[config.mk]
export PLATFORM = sky130hd
export DESIGN_NAME = acr_ctrl
export DESIGN_NICKNAME = d
export VERILOG_FILES = /design/src/common/acr_pkg.sv /design/src/core/acr_clkdiv.sv /design/src/core/acr_timer.sv /design/src/core/acr_ctrl.sv
export SDC_FILE = /design/constraint.sdc
export NUM_CORES = 1
export LEC_CHECK = 0
export ABC_AREA = 1
export BUFFER_PORTS_ARGS = -buffer_cell sky130_fd_sc_hd__buf_2
export CAP_MARGIN = 20
export CORE_ASPECT_RATIO = 1.75
export CORE_UTILIZATION = 46
export DETAILED_ROUTE_END_ITERATION = 7
export GPL_ROUTABILITY_DRIVEN = 0
export GPL_TIMING_DRIVEN = 0
export PLACE_DENSITY = 0.82
export REMOVE_ABC_BUFFERS = 1
export SYNTH_ARGS = -nofsm -noshare
export SYNTH_HDL_FRONTEND = slang
export SYNTH_HIERARCHICAL = 1
export SYNTH_SLANG_ARGS = --single-unit
[constraint.sdc]
create_clock -name clk_i -period 2.4 [get_ports clk_i]
set_input_delay 0.24 -clock clk_i [delete_from_list [all_inputs] [get_ports clk_i]]
set_output_delay 0.24 -clock clk_i [all_outputs]
set_load 0.02 [all_outputs]
[src/common/acr_pkg.sv]
// Package: register map, field layout, timing and types of the converter control block
package acr_pkg;

  // Register byte addresses
  localparam logic [3:0] ACR_CTRL_ADDR = 4'h0; // conversion_control
  localparam logic [3:0] ACR_STAT_ADDR = 4'h4; // conversion_control_status
  localparam logic [3:0] ACR_CHAN_ADDR = 4'h8; // channel select

  // conversion_control field positions
  localparam int ACR_TRG_HI = 7;
  localparam int ACR_TRG_LO = 6;
  localparam int ACR_SCAN_EN = 5;
  localparam int ACR_SCAN_SZ = 4;
  localparam int ACR_CKS_HI = 3;
  localparam int ACR_CKS_LO = 2;
  localparam int ACR_AUTOCLR = 1;
  localparam int ACR_RSVD = 0;

  // Status field positions
  localparam int ACR_ST_DONE = 7;
  localparam int ACR_ST_START = 5;
  localparam int ACR_ST_EXT = 4;
  localparam int ACR_ST_BUSY = 0;

  // Reset values
  localparam logic [7:0] ACR_CTRL_RST = 8'h00;
  localparam logic [3:0] ACR_CHAN_RST = 4'h0;

  // Trigger select encodings
  localparam logic [1:0] ACR_TRG_OFF = 2'h0;
  localparam logic [1:0] ACR_TRG_PULSE = 2'h1;
  localparam logic [1:0] ACR_TRG_TIMER8 = 2'h2;

  // Group last-channel offsets and group start masks
  localparam logic [3:0] ACR_GRP4_LAST = 4'h3;
  localparam logic [3:0] ACR_GRP8_LAST = 4'h7;
  localparam logic [3:0] ACR_GRP4_MASK = 4'hc;
  localparam logic [3:0] ACR_GRP8_MASK = 4'h8;

  // Maximum conversion time in system states per {extension, clock select}
  localparam logic [9:0] ACR_T000 = 10'd528;
  localparam logic [9:0] ACR_T001 = 10'd268;
  localparam logic [9:0] ACR_T010 = 10'd138;
  localparam logic [9:0] ACR_T011 = 10'd73;
  localparam logic [9:0] ACR_T100 = 10'd336;
  localparam logic [9:0] ACR_T101 = 10'd172;
  localparam logic [9:0] ACR_T110 = 10'd90;
  localparam logic [9:0] ACR_T111 = 10'd49;

  // Conversion clock divider: divide code to terminal count
  localparam logic [2:0] ACR_DIV8_TC = 3'h7;
  localparam logic [2:0] ACR_DIV4_TC = 3'h3;
  localparam logic [2:0] ACR_DIV2_TC = 3'h1;
  localparam logic [2:0] ACR_DIV1_TC = 3'h0;

  // Sequencer states
  typedef enum logic [1:0] {
    ACR_IDLE = 2'b00,
    ACR_CONV = 2'b01,
    ACR_GAP = 2'b10
  } acr_state_type;

  // Decoded control fields
  typedef struct packed {
    logic [1:0] trg_sel;
    logic scan_en;
    logic scan_size;
    logic [1:0] clk_sel;
    logic auto_clear;
    logic rsvd;
  } acr_ctrl_type;

endpackage : acr_pkg

[src/core/acr_clkdiv.sv]
// Conversion clock enable generator with selectable divide ratio
`timescale 1ns/1ps
module acr_clkdiv
  import acr_pkg::*;
(
  // System
  input wire logic clk_i,
  input wire logic rst_i,
  // Control
  input wire logic run_i,
  input wire logic [1:0] clk_sel_i,
  // Tick out
  output logic tick_o
);

  logic [2:0] cnt;
  logic [2:0] tc;

  assign tc = (clk_sel_i == 2'h0) ? ACR_DIV8_TC :
              (clk_sel_i == 2'h1) ? ACR_DIV4_TC :
              (clk_sel_i == 2'h2) ? ACR_DIV2_TC : ACR_DIV1_TC;
  assign tick_o = run_i && (cnt == tc);

  // Free counter, restarted while idle
  always_ff @(posedge clk_i)
  begin
    if (rst_i || !run_i || tick_o)
      cnt <= 3'h0;
    else
      cnt <= cnt + 3'h1;
  end

  AST_DIV_PERIOD: assert property (@(posedge clk_i) disable iff (rst_i)
    tick_o && clk_sel_i == 2'h1 && $stable(clk_sel_i) ##1 run_i [*3] |-> !tick_o)
    else $error("divide by four tick too early");

endmodule : acr_clkdiv

[src/core/acr_timer.sv]
// Conversion time counter: counts one conversion to its documented maximum
`timescale 1ns/1ps
module acr_timer
  import acr_pkg::*;
(
  // System
  input wire logic clk_i,
  input wire logic rst_i,
  // Control
  input wire logic start_i,
  input wire logic abort_i,
  input wire logic clk_ext_i,
  input wire logic [1:0] clk_sel_i,
  // Status
  output logic busy_o,
  output logic end_o
);

  logic [9:0] cnt;
  logic [9:0] limit;

  assign limit = clk_ext_i ?
    ((clk_sel_i == 2'h0) ? ACR_T100 : (clk_sel_i == 2'h1) ? ACR_T101 :
     (clk_sel_i == 2'h2) ? ACR_T110 : ACR_T111) :
    ((clk_sel_i == 2'h0) ? ACR_T000 : (clk_sel_i == 2'h1) ? ACR_T001 :
     (clk_sel_i == 2'h2) ? ACR_T010 : ACR_T011);
  // Start cycle counts as the first state, so the last busy count is limit minus two
  assign end_o = busy_o && (cnt == limit - 10'd2);

  // Count states of one conversion
  always_ff @(posedge clk_i)
  begin
    if (rst_i || abort_i || end_o)
    begin
      busy_o <= 1'b0;
      cnt <= 10'h0;
    end
    else if (start_i && !busy_o)
    begin
      busy_o <= 1'b1;
      cnt <= 10'h0;
    end
    else if (busy_o)
      cnt <= cnt + 10'd1;
  end

endmodule : acr_timer

[src/core/acr_ctrl.sv]
// Converter control register logic with Wishbone slave and conversion sequencer
// What this block does
// - Trigger select 00 ignores timer triggers; 11 must not be written.
// - Select 10 starts conversion on an eight-bit timer pulse.
// - Scan enable 0 gives single mode; scan with size 1 covers up to eight, ending at the selected channel.
// - Scan enable 1 with size 0 scans up to four channels of a group, ending at the selected one.
// - Clock select 00..11 divides system clock by eight, four, two, one.
// - Without extension conversion lasts at most 528, 268, 138, 73 states.
// - With extension conversion lasts at most 336, 172, 90, 49 states.
// - Auto clear 0: scan keeps repeating until software clears start.
// - Auto clear 1: start clears after the whole group, then stops.
// - Lowest control bit is reserved, read/write, reset 0.
// - Single mode clears start at end; software clear halts conversion.
// - Automatic start clear happens a cycle before the done flag.
// - Four-channel scan starts at channel 0, 4, 8 or 12 by upper bits.
`timescale 1ns/1ps
module acr_ctrl
  import acr_pkg::*;
(
  // System
  input wire logic clk_i,
  input wire logic rst_i,
  // Wishbone slave
  input wire logic cyc_i,
  input wire logic stb_i,
  input wire logic we_i,
  input wire logic [3:0] adr_i,
  input wire logic [3:0] sel_i,
  input wire logic [31:0] dat_i,
  output logic [31:0] dat_o,
  output logic ack_o,
  output logic err_o,
  // Trigger sources
  input wire logic pulse_timer_trig_i,
  input wire logic timer8_trig_i,
  // Conversion core side
  output logic conv_tick_o,
  output logic conv_start_o,
  output logic [3:0] conv_channel_o,
  output logic conv_end_o
);

  acr_state_type state;
  acr_state_type next_state;
  acr_ctrl_type ctrl;
  logic [3:0] chan_sel;
  logic start_bit;
  logic done_flag;
  logic done_pend;
  logic [3:0] cur_ch;
  logic tmr_busy;
  logic tmr_end;
  logic ack_q;
  logic clk_ext;

  // Bus decode
  wire req = cyc_i && stb_i && !ack_q && !err_o;
  wire hit_ctrl = adr_i == ACR_CTRL_ADDR;
  wire hit_stat = adr_i == ACR_STAT_ADDR;
  wire hit_chan = adr_i == ACR_CHAN_ADDR;
  wire mapped = hit_ctrl || hit_stat || hit_chan;
  wire wr_lane0 = req && we_i && sel_i[0] && mapped;
  wire wr_ctrl = wr_lane0 && hit_ctrl;
  wire wr_stat = wr_lane0 && hit_stat;
  wire wr_chan = wr_lane0 && hit_chan;

  // Trigger qualification
  // select 00 ignores triggers
  wire trig_pulse = (ctrl.trg_sel == ACR_TRG_PULSE) && pulse_timer_trig_i;
  wire trig_t8 = (ctrl.trg_sel == ACR_TRG_TIMER8) && timer8_trig_i;
  wire ext_trig = trig_pulse || trig_t8;
  wire sw_start = wr_stat && dat_i[ACR_ST_START] && !start_bit;
  wire sw_stop = wr_stat && !dat_i[ACR_ST_START];

  // Group geometry
  // scan group size
  wire [3:0] grp_last = ctrl.scan_size ? ACR_GRP8_LAST : ACR_GRP4_LAST;
  wire [3:0] grp_first = ctrl.scan_size ? (chan_sel & ACR_GRP8_MASK) : (chan_sel & ACR_GRP4_MASK);
  wire [3:0] grp_end = grp_first | (chan_sel & grp_last);
  wire last_ch = !ctrl.scan_en || (cur_ch == grp_end);
  wire seq_end = tmr_end && last_ch;
  wire hw_clear = seq_end && (!ctrl.scan_en || ctrl.auto_clear);

  // Bus read mux
  wire [7:0] stat_byte = {done_flag, 1'b0, start_bit, clk_ext, 3'h0, tmr_busy};
  wire [7:0] rd_byte = hit_ctrl ? ctrl : hit_stat ? stat_byte : {4'h0, chan_sel};

  // Bus answer: one cycle after request
  always_ff @(posedge clk_i)
  begin
    if (rst_i)
    begin
      ack_q <= 1'b0;
      err_o <= 1'b0;
      dat_o <= 32'h0;
    end
    else
    begin
      ack_q <= req && mapped;
      err_o <= req && !mapped;
      dat_o <= {24'h0, rd_byte};
    end
  end
  assign ack_o = ack_q;

  // Control register
  always_ff @(posedge clk_i)
  begin
    if (rst_i)
      ctrl <= ACR_CTRL_RST;
    else if (wr_ctrl)
      ctrl <= dat_i[7:0];
  end

  // Clock extension bit, kept in the status byte
  // extension select stored
  always_ff @(posedge clk_i)
  begin
    if (rst_i)
      clk_ext <= 1'b0;
    else if (wr_stat)
      clk_ext <= dat_i[ACR_ST_EXT];
  end

  // Channel select register
  always_ff @(posedge clk_i)
  begin
    if (rst_i)
      chan_sel <= ACR_CHAN_RST;
    else if (wr_chan)
      chan_sel <= dat_i[3:0];
  end

  // Start bit: hardware clear, software write, triggers
  always_ff @(posedge clk_i)
  begin
    if (rst_i)
      start_bit <= 1'b0;
    // end of single conversion or of a one-cycle scan group clears start
    else if (hw_clear)
      start_bit <= 1'b0;
    else if (sw_stop)
      start_bit <= 1'b0;
    else if (sw_start || ext_trig)
      start_bit <= 1'b1;
  end

  // Done flag, set one cycle after start clear; set wins over clear
  always_ff @(posedge clk_i)
  begin
    if (rst_i)
    begin
      done_pend <= 1'b0;
      done_flag <= 1'b0;
    end
    else
    begin
      done_pend <= seq_end;
      if (done_pend)
        done_flag <= 1'b1;
      else if (wr_stat && !dat_i[ACR_ST_DONE])
        done_flag <= 1'b0;
    end
  end

  // Sequencer next state
  always_comb
  begin
    next_state = state;
    unique case (state)
      ACR_IDLE: if (start_bit) next_state = ACR_CONV;
      ACR_CONV:
      begin
        if (!start_bit) next_state = ACR_IDLE;
        else if (tmr_end) next_state = ACR_GAP;
      end
      ACR_GAP: next_state = start_bit ? ACR_CONV : ACR_IDLE;
      default: next_state = ACR_IDLE;
    endcase
  end

  // Sequencer state and current channel
  always_ff @(posedge clk_i)
  begin
    if (rst_i)
    begin
      state <= ACR_IDLE;
      cur_ch <= 4'h0;
    end
    else
    begin
      state <= next_state;
      if (state == ACR_IDLE)
        cur_ch <= ctrl.scan_en ? grp_first : chan_sel;
      // wrap to group start while start stays set
      else if (tmr_end)
        cur_ch <= last_ch ? (ctrl.scan_en ? grp_first : chan_sel) : cur_ch + 4'h1;
    end
  end

  assign conv_start_o = (state == ACR_CONV) && !tmr_busy && start_bit;
  assign conv_end_o = tmr_end;
  assign conv_channel_o = cur_ch;

  // Conversion time counter
  acr_timer u_timer (
    .clk_i(clk_i),
    .rst_i(rst_i),
    .start_i(conv_start_o),
    .abort_i(!start_bit),
    .clk_ext_i(clk_ext),
    .clk_sel_i(ctrl.clk_sel),
    .busy_o(tmr_busy),
    .end_o(tmr_end)
  );

  // Conversion clock enable
  acr_clkdiv u_div (
    .clk_i(clk_i),
    .rst_i(rst_i),
    .run_i(tmr_busy),
    .clk_sel_i(ctrl.clk_sel),
    .tick_o(conv_tick_o)
  );

  // Checks
  // no start from triggers when disabled
  AST_TRIG_OFF: assert property (@(posedge clk_i) disable iff (rst_i)
    ctrl.trg_sel == ACR_TRG_OFF && !start_bit && !sw_start |=> !start_bit)
    else $error("start set with triggers disabled");
  AST_TRIG_T8: assert property (@(posedge clk_i) disable iff (rst_i)
    trig_t8 && !hw_clear && !sw_stop |=> start_bit)
    else $error("timer8 trigger ignored");
  AST_TRIG_PULSE: assert property (@(posedge clk_i) disable iff (rst_i)
    trig_pulse && !hw_clear && !sw_stop |=> start_bit)
    else $error("pulse timer trigger ignored");
  AST_SINGLE_CLR: assert property (@(posedge clk_i) disable iff (rst_i)
    tmr_end && !ctrl.scan_en |=> !start_bit)
    else $error("single mode start not cleared");
  AST_SCAN_KEEP: assert property (@(posedge clk_i) disable iff (rst_i)
    tmr_end && ctrl.scan_en && !ctrl.auto_clear && !wr_stat |=> start_bit)
    else $error("continuous scan start cleared");
  // one-cycle scan clears at group end
  AST_SCAN_CLR: assert property (@(posedge clk_i) disable iff (rst_i)
    seq_end && ctrl.scan_en && ctrl.auto_clear |=> !start_bit)
    else $error("one-cycle scan start not cleared");
  AST_FLAG_ORDER: assert property (@(posedge clk_i) disable iff (rst_i)
    hw_clear |=> !done_flag || $past(done_flag) ##1 done_flag)
    else $error("done flag not after start clear");
  AST_GRP4: assert property (@(posedge clk_i) disable iff (rst_i)
    state == ACR_CONV && ctrl.scan_en && !ctrl.scan_size |-> cur_ch[3:2] == chan_sel[3:2])
    else $error("channel outside four-group");
  AST_RESET: assert property (@(posedge clk_i) $past(rst_i) |-> ctrl == ACR_CTRL_RST && !start_bit)
    else $error("control not zero after reset");

  COV_SINGLE: cover property (@(posedge clk_i) hw_clear && !ctrl.scan_en);
  COV_SCAN4: cover property (@(posedge clk_i) seq_end && ctrl.scan_en && !ctrl.scan_size);
  COV_SCAN8: cover property (@(posedge clk_i) seq_end && ctrl.scan_en && ctrl.scan_size);
  COV_TRIG: cover property (@(posedge clk_i) ext_trig && !start_bit);

endmodule : acr_ctrl

Word level (Yosys, flattened, before mapping):

Cells that the tools add are included.

* eq/ne operators: 13
* reduce and logical (&&, ||, !) cells: 50
* mux-type cells: 25
* add/sub/neg operators: 4
* bitwise operators: 2

Operators with widths (number)
* 10-bit 2-to-1 mux: 5
* 1-bit logical AND: 24
* 8-bit 2-to-1 mux: 3
* 3-bit 2-to-1 mux: 5
* 4-bit 2-to-1 mux: 3
* 10-bit by 1-bit adder with 10-bit output (second input constant): 1
* 10-bit equality test: 1
* 1-bit logical OR: 10
* 10-bit by 2-bit subtractor with 10-bit output (second input constant): 1
* 1-bit logical NOT: 8
* 7-bit 2-to-1 mux: 1
* 2-bit by 1-bit equality test with 1-bit output (second input constant): 3
* 2-bit equality test (second input constant): 3
* 2-bit 2-to-1 mux: 3
* 2-bit one-hot mux with 3 select lines: 1
* 4-bit by 1-bit adder with 4-bit output (second input constant): 1
* 4-bit by 3-bit bitwise AND with 4-bit output: 1
* 4-bit by 3-bit equality test with 1-bit output (second input constant): 1
* 4-bit equality test: 1
* 4-bit equality test (second input constant): 1
* 2-bit logical NOT: 2
* 4-bit logical NOT: 1
* 1-bit 2-to-1 mux: 4
* 4-bit bitwise OR: 1
* 8 further kinds: 9

* register bits after elaboration: 70
* logic and storage cells: 114
* output and inout bits: 41
* input bits: 47

Depth between registers and ports, before layout:

Gate-level depths: netlist (run 1).

* depth in word-level cells: 11
* gate-level depth with buffers: 19
* gate-level depth less buffers: 19

Modules after synthesis:

Netlist (run 1), hierarchy kept.

By module, submodules not included
* acr_ctrl: cells each 224, times used 1, area an instance 1649.1 µm², seq. area each 640.6 µm²
* acr_timer: cells each 164, times used 1, area an instance 1067.3 µm², seq. area each 220.2 µm²
* acr_clkdiv: cells each 31, times used 1, area an instance 192.7 µm², seq. area each 60.1 µm²

Least setup slack after synthesis (run 1):

No wires, ideal clock.

* path type: flip-flop to flip-flop
* from: reg ctrl[2] in the netlist's numbering
* to: reg cur_ch[2], in the netlist conv_channel_o[2]
* data arrival time: 2.381 ns
* cell stages (with the launch flop): 18
* clock period less this slack: 2.490 ns
* library setup time: 0.109 ns
* slack: -0.090 ns
* required time: 2.291 ns
* path buffers: 0
* cells stage by stage: dfxtp_1 > inv_2 > ha_1 > inv_1 > ha_1 > or2_2 > nand3_1 > nor2_1 > nand3_1 > nor2_1 > nand3_2 > inv_1 > nor2_1 > inv_1 > o21ai_0 > inv_1 > nand2_1 > inv_1

* longest elaborated chain between the ends: 9
* elaborated cells between the ends (all ways): 14
* those cells by class: add/sub (1); eq/ne (3); mux (7); reduce/logical (3)

RTL lines
* start: declaration: RTL line acr_ctrl.sv:45 `acr_ctrl_type ctrl;`
* start signal: assignment: RTL line acr_ctrl.sv:112 `ctrl <= dat_i[7:0];`
* 2-bit equality test: RTL line acr_timer.sv:24, acr_timer.sv:26
* 8-bit 2-to-1 mux or 7-bit 2-to-1 mux (tied branches): RTL line acr_timer.sv:26, acr_timer.sv:24
* 10-bit 2-to-1 mux (on tied branches) (2 in a row): RTL line acr_timer.sv:25, acr_timer.sv:23
* 10-bit 2-to-1 mux *: RTL line acr_timer.sv:22 `assign limit = clk_ext_i ?`
* 10-bit by 2-bit subtractor with 10-bit output *: RTL line acr_timer.sv:28 `assign end_o = busy_o && (cnt == limit - 10'd2);`
* 10-bit equality test *: RTL line acr_timer.sv:28
* 1-bit logical AND *: RTL line acr_timer.sv:28
* via conv_end_o: RTL line acr_ctrl.sv:40 `output logic conv_end_o`
* 2-bit nonzero test (no line) *
* end signal: assignment: RTL line acr_ctrl.sv:194 `cur_ch <= ctrl.scan_en ? grp_first : chan_sel;`
* end signal: assignment: RTL line acr_ctrl.sv:197 `cur_ch <= last_ch ? (ctrl.scan_en ? grp_first : chan_sel) : cur_ch + 4'h1;`
* end: declaration: RTL line acr_ctrl.sv:50 `logic [3:0] cur_ch;`

Mark *: on every way through the listed nets, which the timed path passes. The rest lies on a longest branch.
A chain may end at the register's enable or synchronous reset.

Worst setup path after layout (run 1):

* from: reg ctrl[3] in the netlist's numbering
* to: out conv_end_o

* longest elaborated chain between the ends: 8
* elaborated cells between the ends (all ways): 13
* those cells by class: add/sub (1); eq/ne (3); mux (7); reduce/logical (2)

RTL lines (RTL line)
* 2-bit equality test: acr_timer.sv:24, acr_timer.sv:26
* 8-bit 2-to-1 mux or 7-bit 2-to-1 mux (tied branches): acr_timer.sv:26, acr_timer.sv:24
* 10-bit 2-to-1 mux (on tied branches) (2 in a row): acr_timer.sv:25, acr_timer.sv:23
* 10-bit 2-to-1 mux *: acr_timer.sv:22
* 10-bit by 2-bit subtractor with 10-bit output *: acr_timer.sv:28
* 10-bit equality test *: acr_timer.sv:28
* 1-bit logical AND *: acr_timer.sv:28
* end: declaration: acr_ctrl.sv:40

Mark *: on every way between the ends. The rest lies on a longest branch, timed or not.

==> out/metrics.csv, run 1 <==
metric;value;unit
synth.cell_area;2910;um2
power.net_switching;0.352;mW
final_layout_size_suffix_gt1_share;24.5;%
grt_antenna_before_repair;0;
total_power;1.45;mW
final_layout_setup_total_negative_slack;0;ns
grt_start_max_net_pins;23;
path_cells;inv_6 > ha_4 > inv_1 > ha_4 > or2_2 > nand3_1 > nor2_1 > nand3_1 > nor2_1 > nand3_2 > inv_4 > buf_6;
crit_type;flop to primary output;
cp_data_required_time;2.16;ns
worst_hold_path.endpoint;chan_sel[1];
clock_tree_from_tritoncts;yes;
dpl-instance-area;3050;um2
clk_latency;0.31;ns
cp.arrival;2.09;ns
clock-skew-final;0.0128;ns
post_route_cell_area;3370;um2
final_period_utilization;97.0;%
design.die.area;6660;um2
drt.antenna.violating_nets;0;
fp.coreArea;6130;um2
die_x;62.1;um
critical_path.max_fanout;4;
initial_core_util;47.4;%
grt_usage;21.4;%
start_kind;flop;
worst_margin_slew;0.673;ns
ff2ff_path_depth;16;
layout_common_cells;nand2_1 (95), inv_1 (58), dfxtp_1 (43), nor2_1 (38), buf_2 (35);
p_per_area;430;nW/um2
cts.clk_slew.worst_paths;0.09;ns
r2r-end;start_bit;
run_status;completed;
max-clock-path-buffers;2;
num-fill-cells;574;
min_period;2.33;ns
io_pins;88;
vias_in_the_first_global_route;2637;
cts_inserted_buffers;5;
layout.cells.non_filler;549;
timing.rr.start;ctrl[3];
yosysSeqAreaShare;31.7;%
grt_pass1_wl;11200;um
critical-path-slowest-cell;dfxtp_4;
rows;38;
gr-total-overflow;0;
cap_violations;0;
diodes;0;
timing.final.setup_violations;0;
first_pass_iters;4;
most_common_cell_after_layout_fill_and_taps_aside;nand2_1;
crit_path_end_kind;primary output;
part_of_the_power_in_combinational_logic;7.4;%
worstHoldStart;dat_i[1];
power.internal;1.10;mW
port-buffer-count;36;
ys_warn_count;6;
power.static_leakage;1.58;nW
final_hold_viols;0;
timing.reg2reg.setup_slack;0.19;ns
synth.lib_cells_used.distinct;35;
synth_seq_cells;46;
post_syn_instances;419;
routed_via_count;2741;
min_delay_path_depth;3;
worst_relative_slew_slack;55.1;%
place_worst_setup_slack;-0.442;ns
hpwlAfterDp;4880;um
synthesis.area_per_instance;6.94;um2
power_frac_clock;39.7;%
initial_drc_count;83;
achievable-frequency;429;MHz
die-height;107;um
wire_length_after_detailed_routing;6750;um
ctsRootBufferMaster;clkbuf_8;
switching_fraction;24.3;%
cts_htree_levels;2;
synthToLayoutAreaGrowth;15.8;%
clkSinkCount;46;
final-max-slew-violation-count;0;
crit_path_max_incr_delay;0.38;ns
finish.net_count;523;
layout_setup_ws;0.0713;ns
peakVddDrop;0.000357;V
avgRoutedWirePerCell;12.3;um
route.detailed.vias_per_inst;4.99;
hp-class;primary input to flop;
share_seq_of_total_power;52.9;%
place.detailed.instances;528;
detail_route.drc_violations;0;
==> repair_timing <==
item                       CTS  global route
setup buffers                6             7
hold buffers                 0             0
resized for setup           13            20
pin swaps                    0             6
setup endpoints to repair    8             5
==> cell type report <==
class	count	area, um2	share of cell area [%]
flip-flops and latches	46	930	27.6
inverters	66	265	7.88
repair buffers	49	284	8.43
clock inverters	3	40.0	1.19
multi-input cells	300	1680	49.9
clock buffers	5	68.8	2.04
well taps	80	100	2.97
==> critical path: cells and delay by family (launching register included) <==
| kind | cells | cell delay, ns |
|---|---|---|
| buf+inv | 4 | 0.37 |
| fa+ha+maj | 2 | 0.42 |
| simple gates | 6 | 0.59 |
| flops | 1 | 0.38 |
==> synthesized netlist by cell type, drive strengths merged <==
cell | n | area share, %
nand4 | 6 | 1.3
o221ai | 1 | 0.30
buf | 30 | 7.9
ha | 8 | 3.4
inv | 66 | 8.7
nand3b | 1 | 0.26
nor4 | 1 | 0.43
nand2 | 101 | 14
xnor2 | 3 | 0.90
conb | 1 | 0.13
or2 | 1 | 0.22
nor3 | 7 | 1.6
a31oi | 1 | 0.22
nand3 | 30 | 7.1
o21ai | 22 | 4.3
nor2 | 57 | 9.6
a21oi | 27 | 4.9
dfxtp | 46 | 32
xor2 | 10 | 3.0
==> worst max path at each step <==
| stage | cells after the start | slack [ns] | to | startpoint |
|---|---|---|---|---|
| 2_1_floorplan | 17 | -0.09 | conv_channel_o[2] | ctrl[2] |
| 3_5_place_dp | 16 | -0.44 | conv_channel_o[2] | ctrl[3] |
| 6_report | 12 | 0.07 | conv_end_o | ctrl[3] |
| 4_1_cts | 12 | 0.01 | conv_end_o | ctrl[2] |
| 5_1_grt | 12 | -0.02 | conv_end_o | ctrl[3] |
| 3_3_place_gp | 16 | -0.37 | conv_channel_o[2] | ctrl[3] |
==> power by group through the flow <==
stage / Sequential, mW / Combinational, mW / Clock [mW]
2_1_floorplan: 0.788 / 0.0684 / 0
3_3_place_gp: 0.786 / 0.102 / 0
3_5_place_dp: 0.786 / 0.103 / 0
4_1_cts: 0.766 / 0.104 / 0.584
5_1_grt: 0.767 / 0.118 / 0.617
6_report: 0.766 / 0.108 / 0.575
==> sequential cells by signal, summed over array words and instances (netlist names) <==
register        count
u_timer/cnt        10
ctrl                8
dat_o               8
chan_sel            4
conv_channel_o      4
u_div/cnt           3
state               2
ack_o               1
clk_ext             1
done_flag           1
done_pend           1
err_o               1
start_bit           1
u_timer/busy_o      1
==> metal layers <==
metal / vias up / track usage [%] / share of wire (%)
met4: 0 / 13.6 / 4.6
met5: - / 0 / 0
li1: 1350 / - / -
met1: 1255 / 19.7 / 36
met3: 26 / 3.51 / 3.9
met2: 110 / 42.2 / 55
==> through the flow <==
stage / util (%) / hold WS (ns)
detailed placement: 49.7 / 0.456
floorplan: - / 0.309
finish: 54.9 / 0.183
CTS: 52.8 / 0.181
global route: 54.9 / 0.189
global placement: 49.7 / 0.417
==> logic make-up after synthesis <==
kind of cell / after synthesis / synth area share [%]
AND/OR/NAND/NOR: 204 / 34.5
buffers and inverters: 96 / 16.6
AO/OA/AOI/OAI: 51 / 9.72
flip-flops: 46 / 31.7
XOR/XNOR: 13 / 3.91
adder cells (fa/ha/maj): 8 / 3.44
other: 1 / 0.129
(Power assumes the default switching activity.)
==> run 2: changes to the inputs <==
==> constraint.sdc (replaced) <==
create_clock -name clk_i -period 2.4 [get_ports clk_i]
set_input_delay 0.12 -clock clk_i [delete_from_list [all_inputs] [get_ports clk_i]]
set_output_delay 0.12 -clock clk_i [all_outputs]
set_load 0.02 [all_outputs]
==> out/metrics.csv, run 2 (synthesis results as in run 1) <==
metric;value;unit
hp-class;primary input to flop;
grt_antenna_before_repair;0;
cts_inserted_buffers;5;
start_kind;flop;
drt.antenna.violating_nets;0;
path_cells;buf_12 > ha_4 > inv_1 > ha_1 > or2_2 > nand3_1 > nor2_1 > nand3_1 > nor2_1 > nand3_2 > inv_2 > buf_4;
gr-total-overflow;0;
min_period;2.34;ns
detail_route.drc_violations;0;
synthToLayoutAreaGrowth;12.9;%
run_status;completed;
route.detailed.vias_per_inst;4.93;
most_common_cell_after_layout_fill_and_taps_aside;nand2_1;
clock-skew-final;0.0100;ns
layout_setup_ws;0.0601;ns
p_per_area;441;nW/um2
critical-path-slowest-cell;dfxtp_4;
io_pins;88;
grt_start_max_net_pins;23;
total_power;1.45;mW
cts_htree_levels;2;
clkSinkCount;46;
post-route-util;53.6;%
achievable-frequency;427;MHz
timing.final.setup_violations;0;
crit_path_max_incr_delay;0.41;ns
final_layout_size_suffix_gt1_share;22.7;%
finish.net_count;520;
rows;38;
peakVddDrop;0.000360;V
hold-worst-slack;0.0613;ns
first_pass_iters;4;
grt_usage;21.0;%
critical_path.max_fanout;5;
routed_via_count;2691;
design.die.area;6660;um2
diodes;0;
largestRegisters;u_timer/cnt x10, ctrl x8, dat_o x8;
worst_relative_slew_slack;56.3;%
vias_in_the_first_global_route;2604;
cts-hold-fix-buffers;0;
worst_margin_slew;0.655;ns
cts.clk_slew.worst_paths;0.09;ns
final_hold_viols;0;
max-clock-path-buffers;2;
cap_violations;0;
flip_flop_count_of_the_largest_register_all_copies_and_words_added;10;
place_worst_setup_slack;-0.442;ns
wire_length_after_detailed_routing;6650;um
power.static_leakage;1.54;nW
grt_pass1_wl;11000;um
port-buffer-count;36;
cp_data_required_time;2.28;ns
crit_path_end_kind;primary output;
regMostFlops;u_timer/cnt;
initial_core_util;47.4;%
ctsRootBufferMaster;clkbuf_8;
die_x;62.1;um
fp.coreArea;6130;um2
die-height;107;um
clk_latency;0.31;ns
final_layout_setup_total_negative_slack;0;ns
final_period_utilization;97.5;%
initial_drc_count;76;
clock_tree_from_tritoncts;yes;
cp.arrival;2.22;ns
crit_type;flop to primary output;
hpwlAfterDp;4880;um
layout_common_cells;nand2_1 (95), inv_1 (60), dfxtp_1 (44), nor2_1 (38), buf_2 (35);
avgRoutedWirePerCell;12.2;um
final-max-slew-violation-count;0;
## run 2: path summary, 6_finish.rpt
kind	from	endpoint	slack (ns)	depth (start not counted)
setup / recovery	ctrl[2]	conv_end_o	0.06	12
hold / removal	dat_i[1]	chan_sel[1]	0.06	3
setup reg to reg	ctrl[2]	conv_channel_o[3]	0.13	17
hold reg to reg	state[0]	state[0]	0.47	1
## run 2: power breakdown
group	internal, mW	switching, mW
Clock	0.307	0.270
Sequential	0.763	0.00303
Combinational	0.0264	0.0801
Total	1.10	0.353
## run 2: per-layer routing
layer | share of wire [%] | wire length, um | track usage, % | up-vias
li1 | - | - | - | 1350
met2 | 56 | 3740 | 41.3 | 93
met3 | 3.6 | 242 | 3.62 | 21
met5 | 0 | 0 | 0 | -
met4 | 3.9 | 256 | 14.5 | 0
met1 | 36 | 2410 | 19.1 | 1227
## run 2: repair_timing
action,4_1_cts,5_1_grt
pin swaps,1,0
endpoints found under the setup margin,8,6
gates resized for setup,11,5
buffers inserted,3,7
## run 2: final cells by class
class / instances / area (um2)
Timing Repair Buffer: 46 / 270
Clock buffer: 5 / 68.8
Sequential cell: 46 / 928
Inverter: 66 / 255
Clock inverter: 3 / 40.0
Tap cell: 80 / 100
Multi-Input combinational cell: 300 / 1620
Fill cell: 590 / 2850
## run 2: critical path, delay by kind of cell, from the launching register on
kind,cells,cell delay (ns)
buffers and inverters,4,0.40
adder cells (fa/ha/maj),2,0.44
AND/OR/NAND/NOR,6,0.64
flip-flops,1,0.41
## run 2: metrics by stage
| stage | instances | instance area [um2] |
|---|---|---|
| 5_1_grt | 546 | 3290 |
| 2_1_floorplan | 412 | 2770 |
| 3_3_place_gp | 528 | 3050 |
| 6_report | 546 | 3290 |
| 3_5_place_dp | 528 | 3050 |
| 4_1_cts | 539 | 3210 |
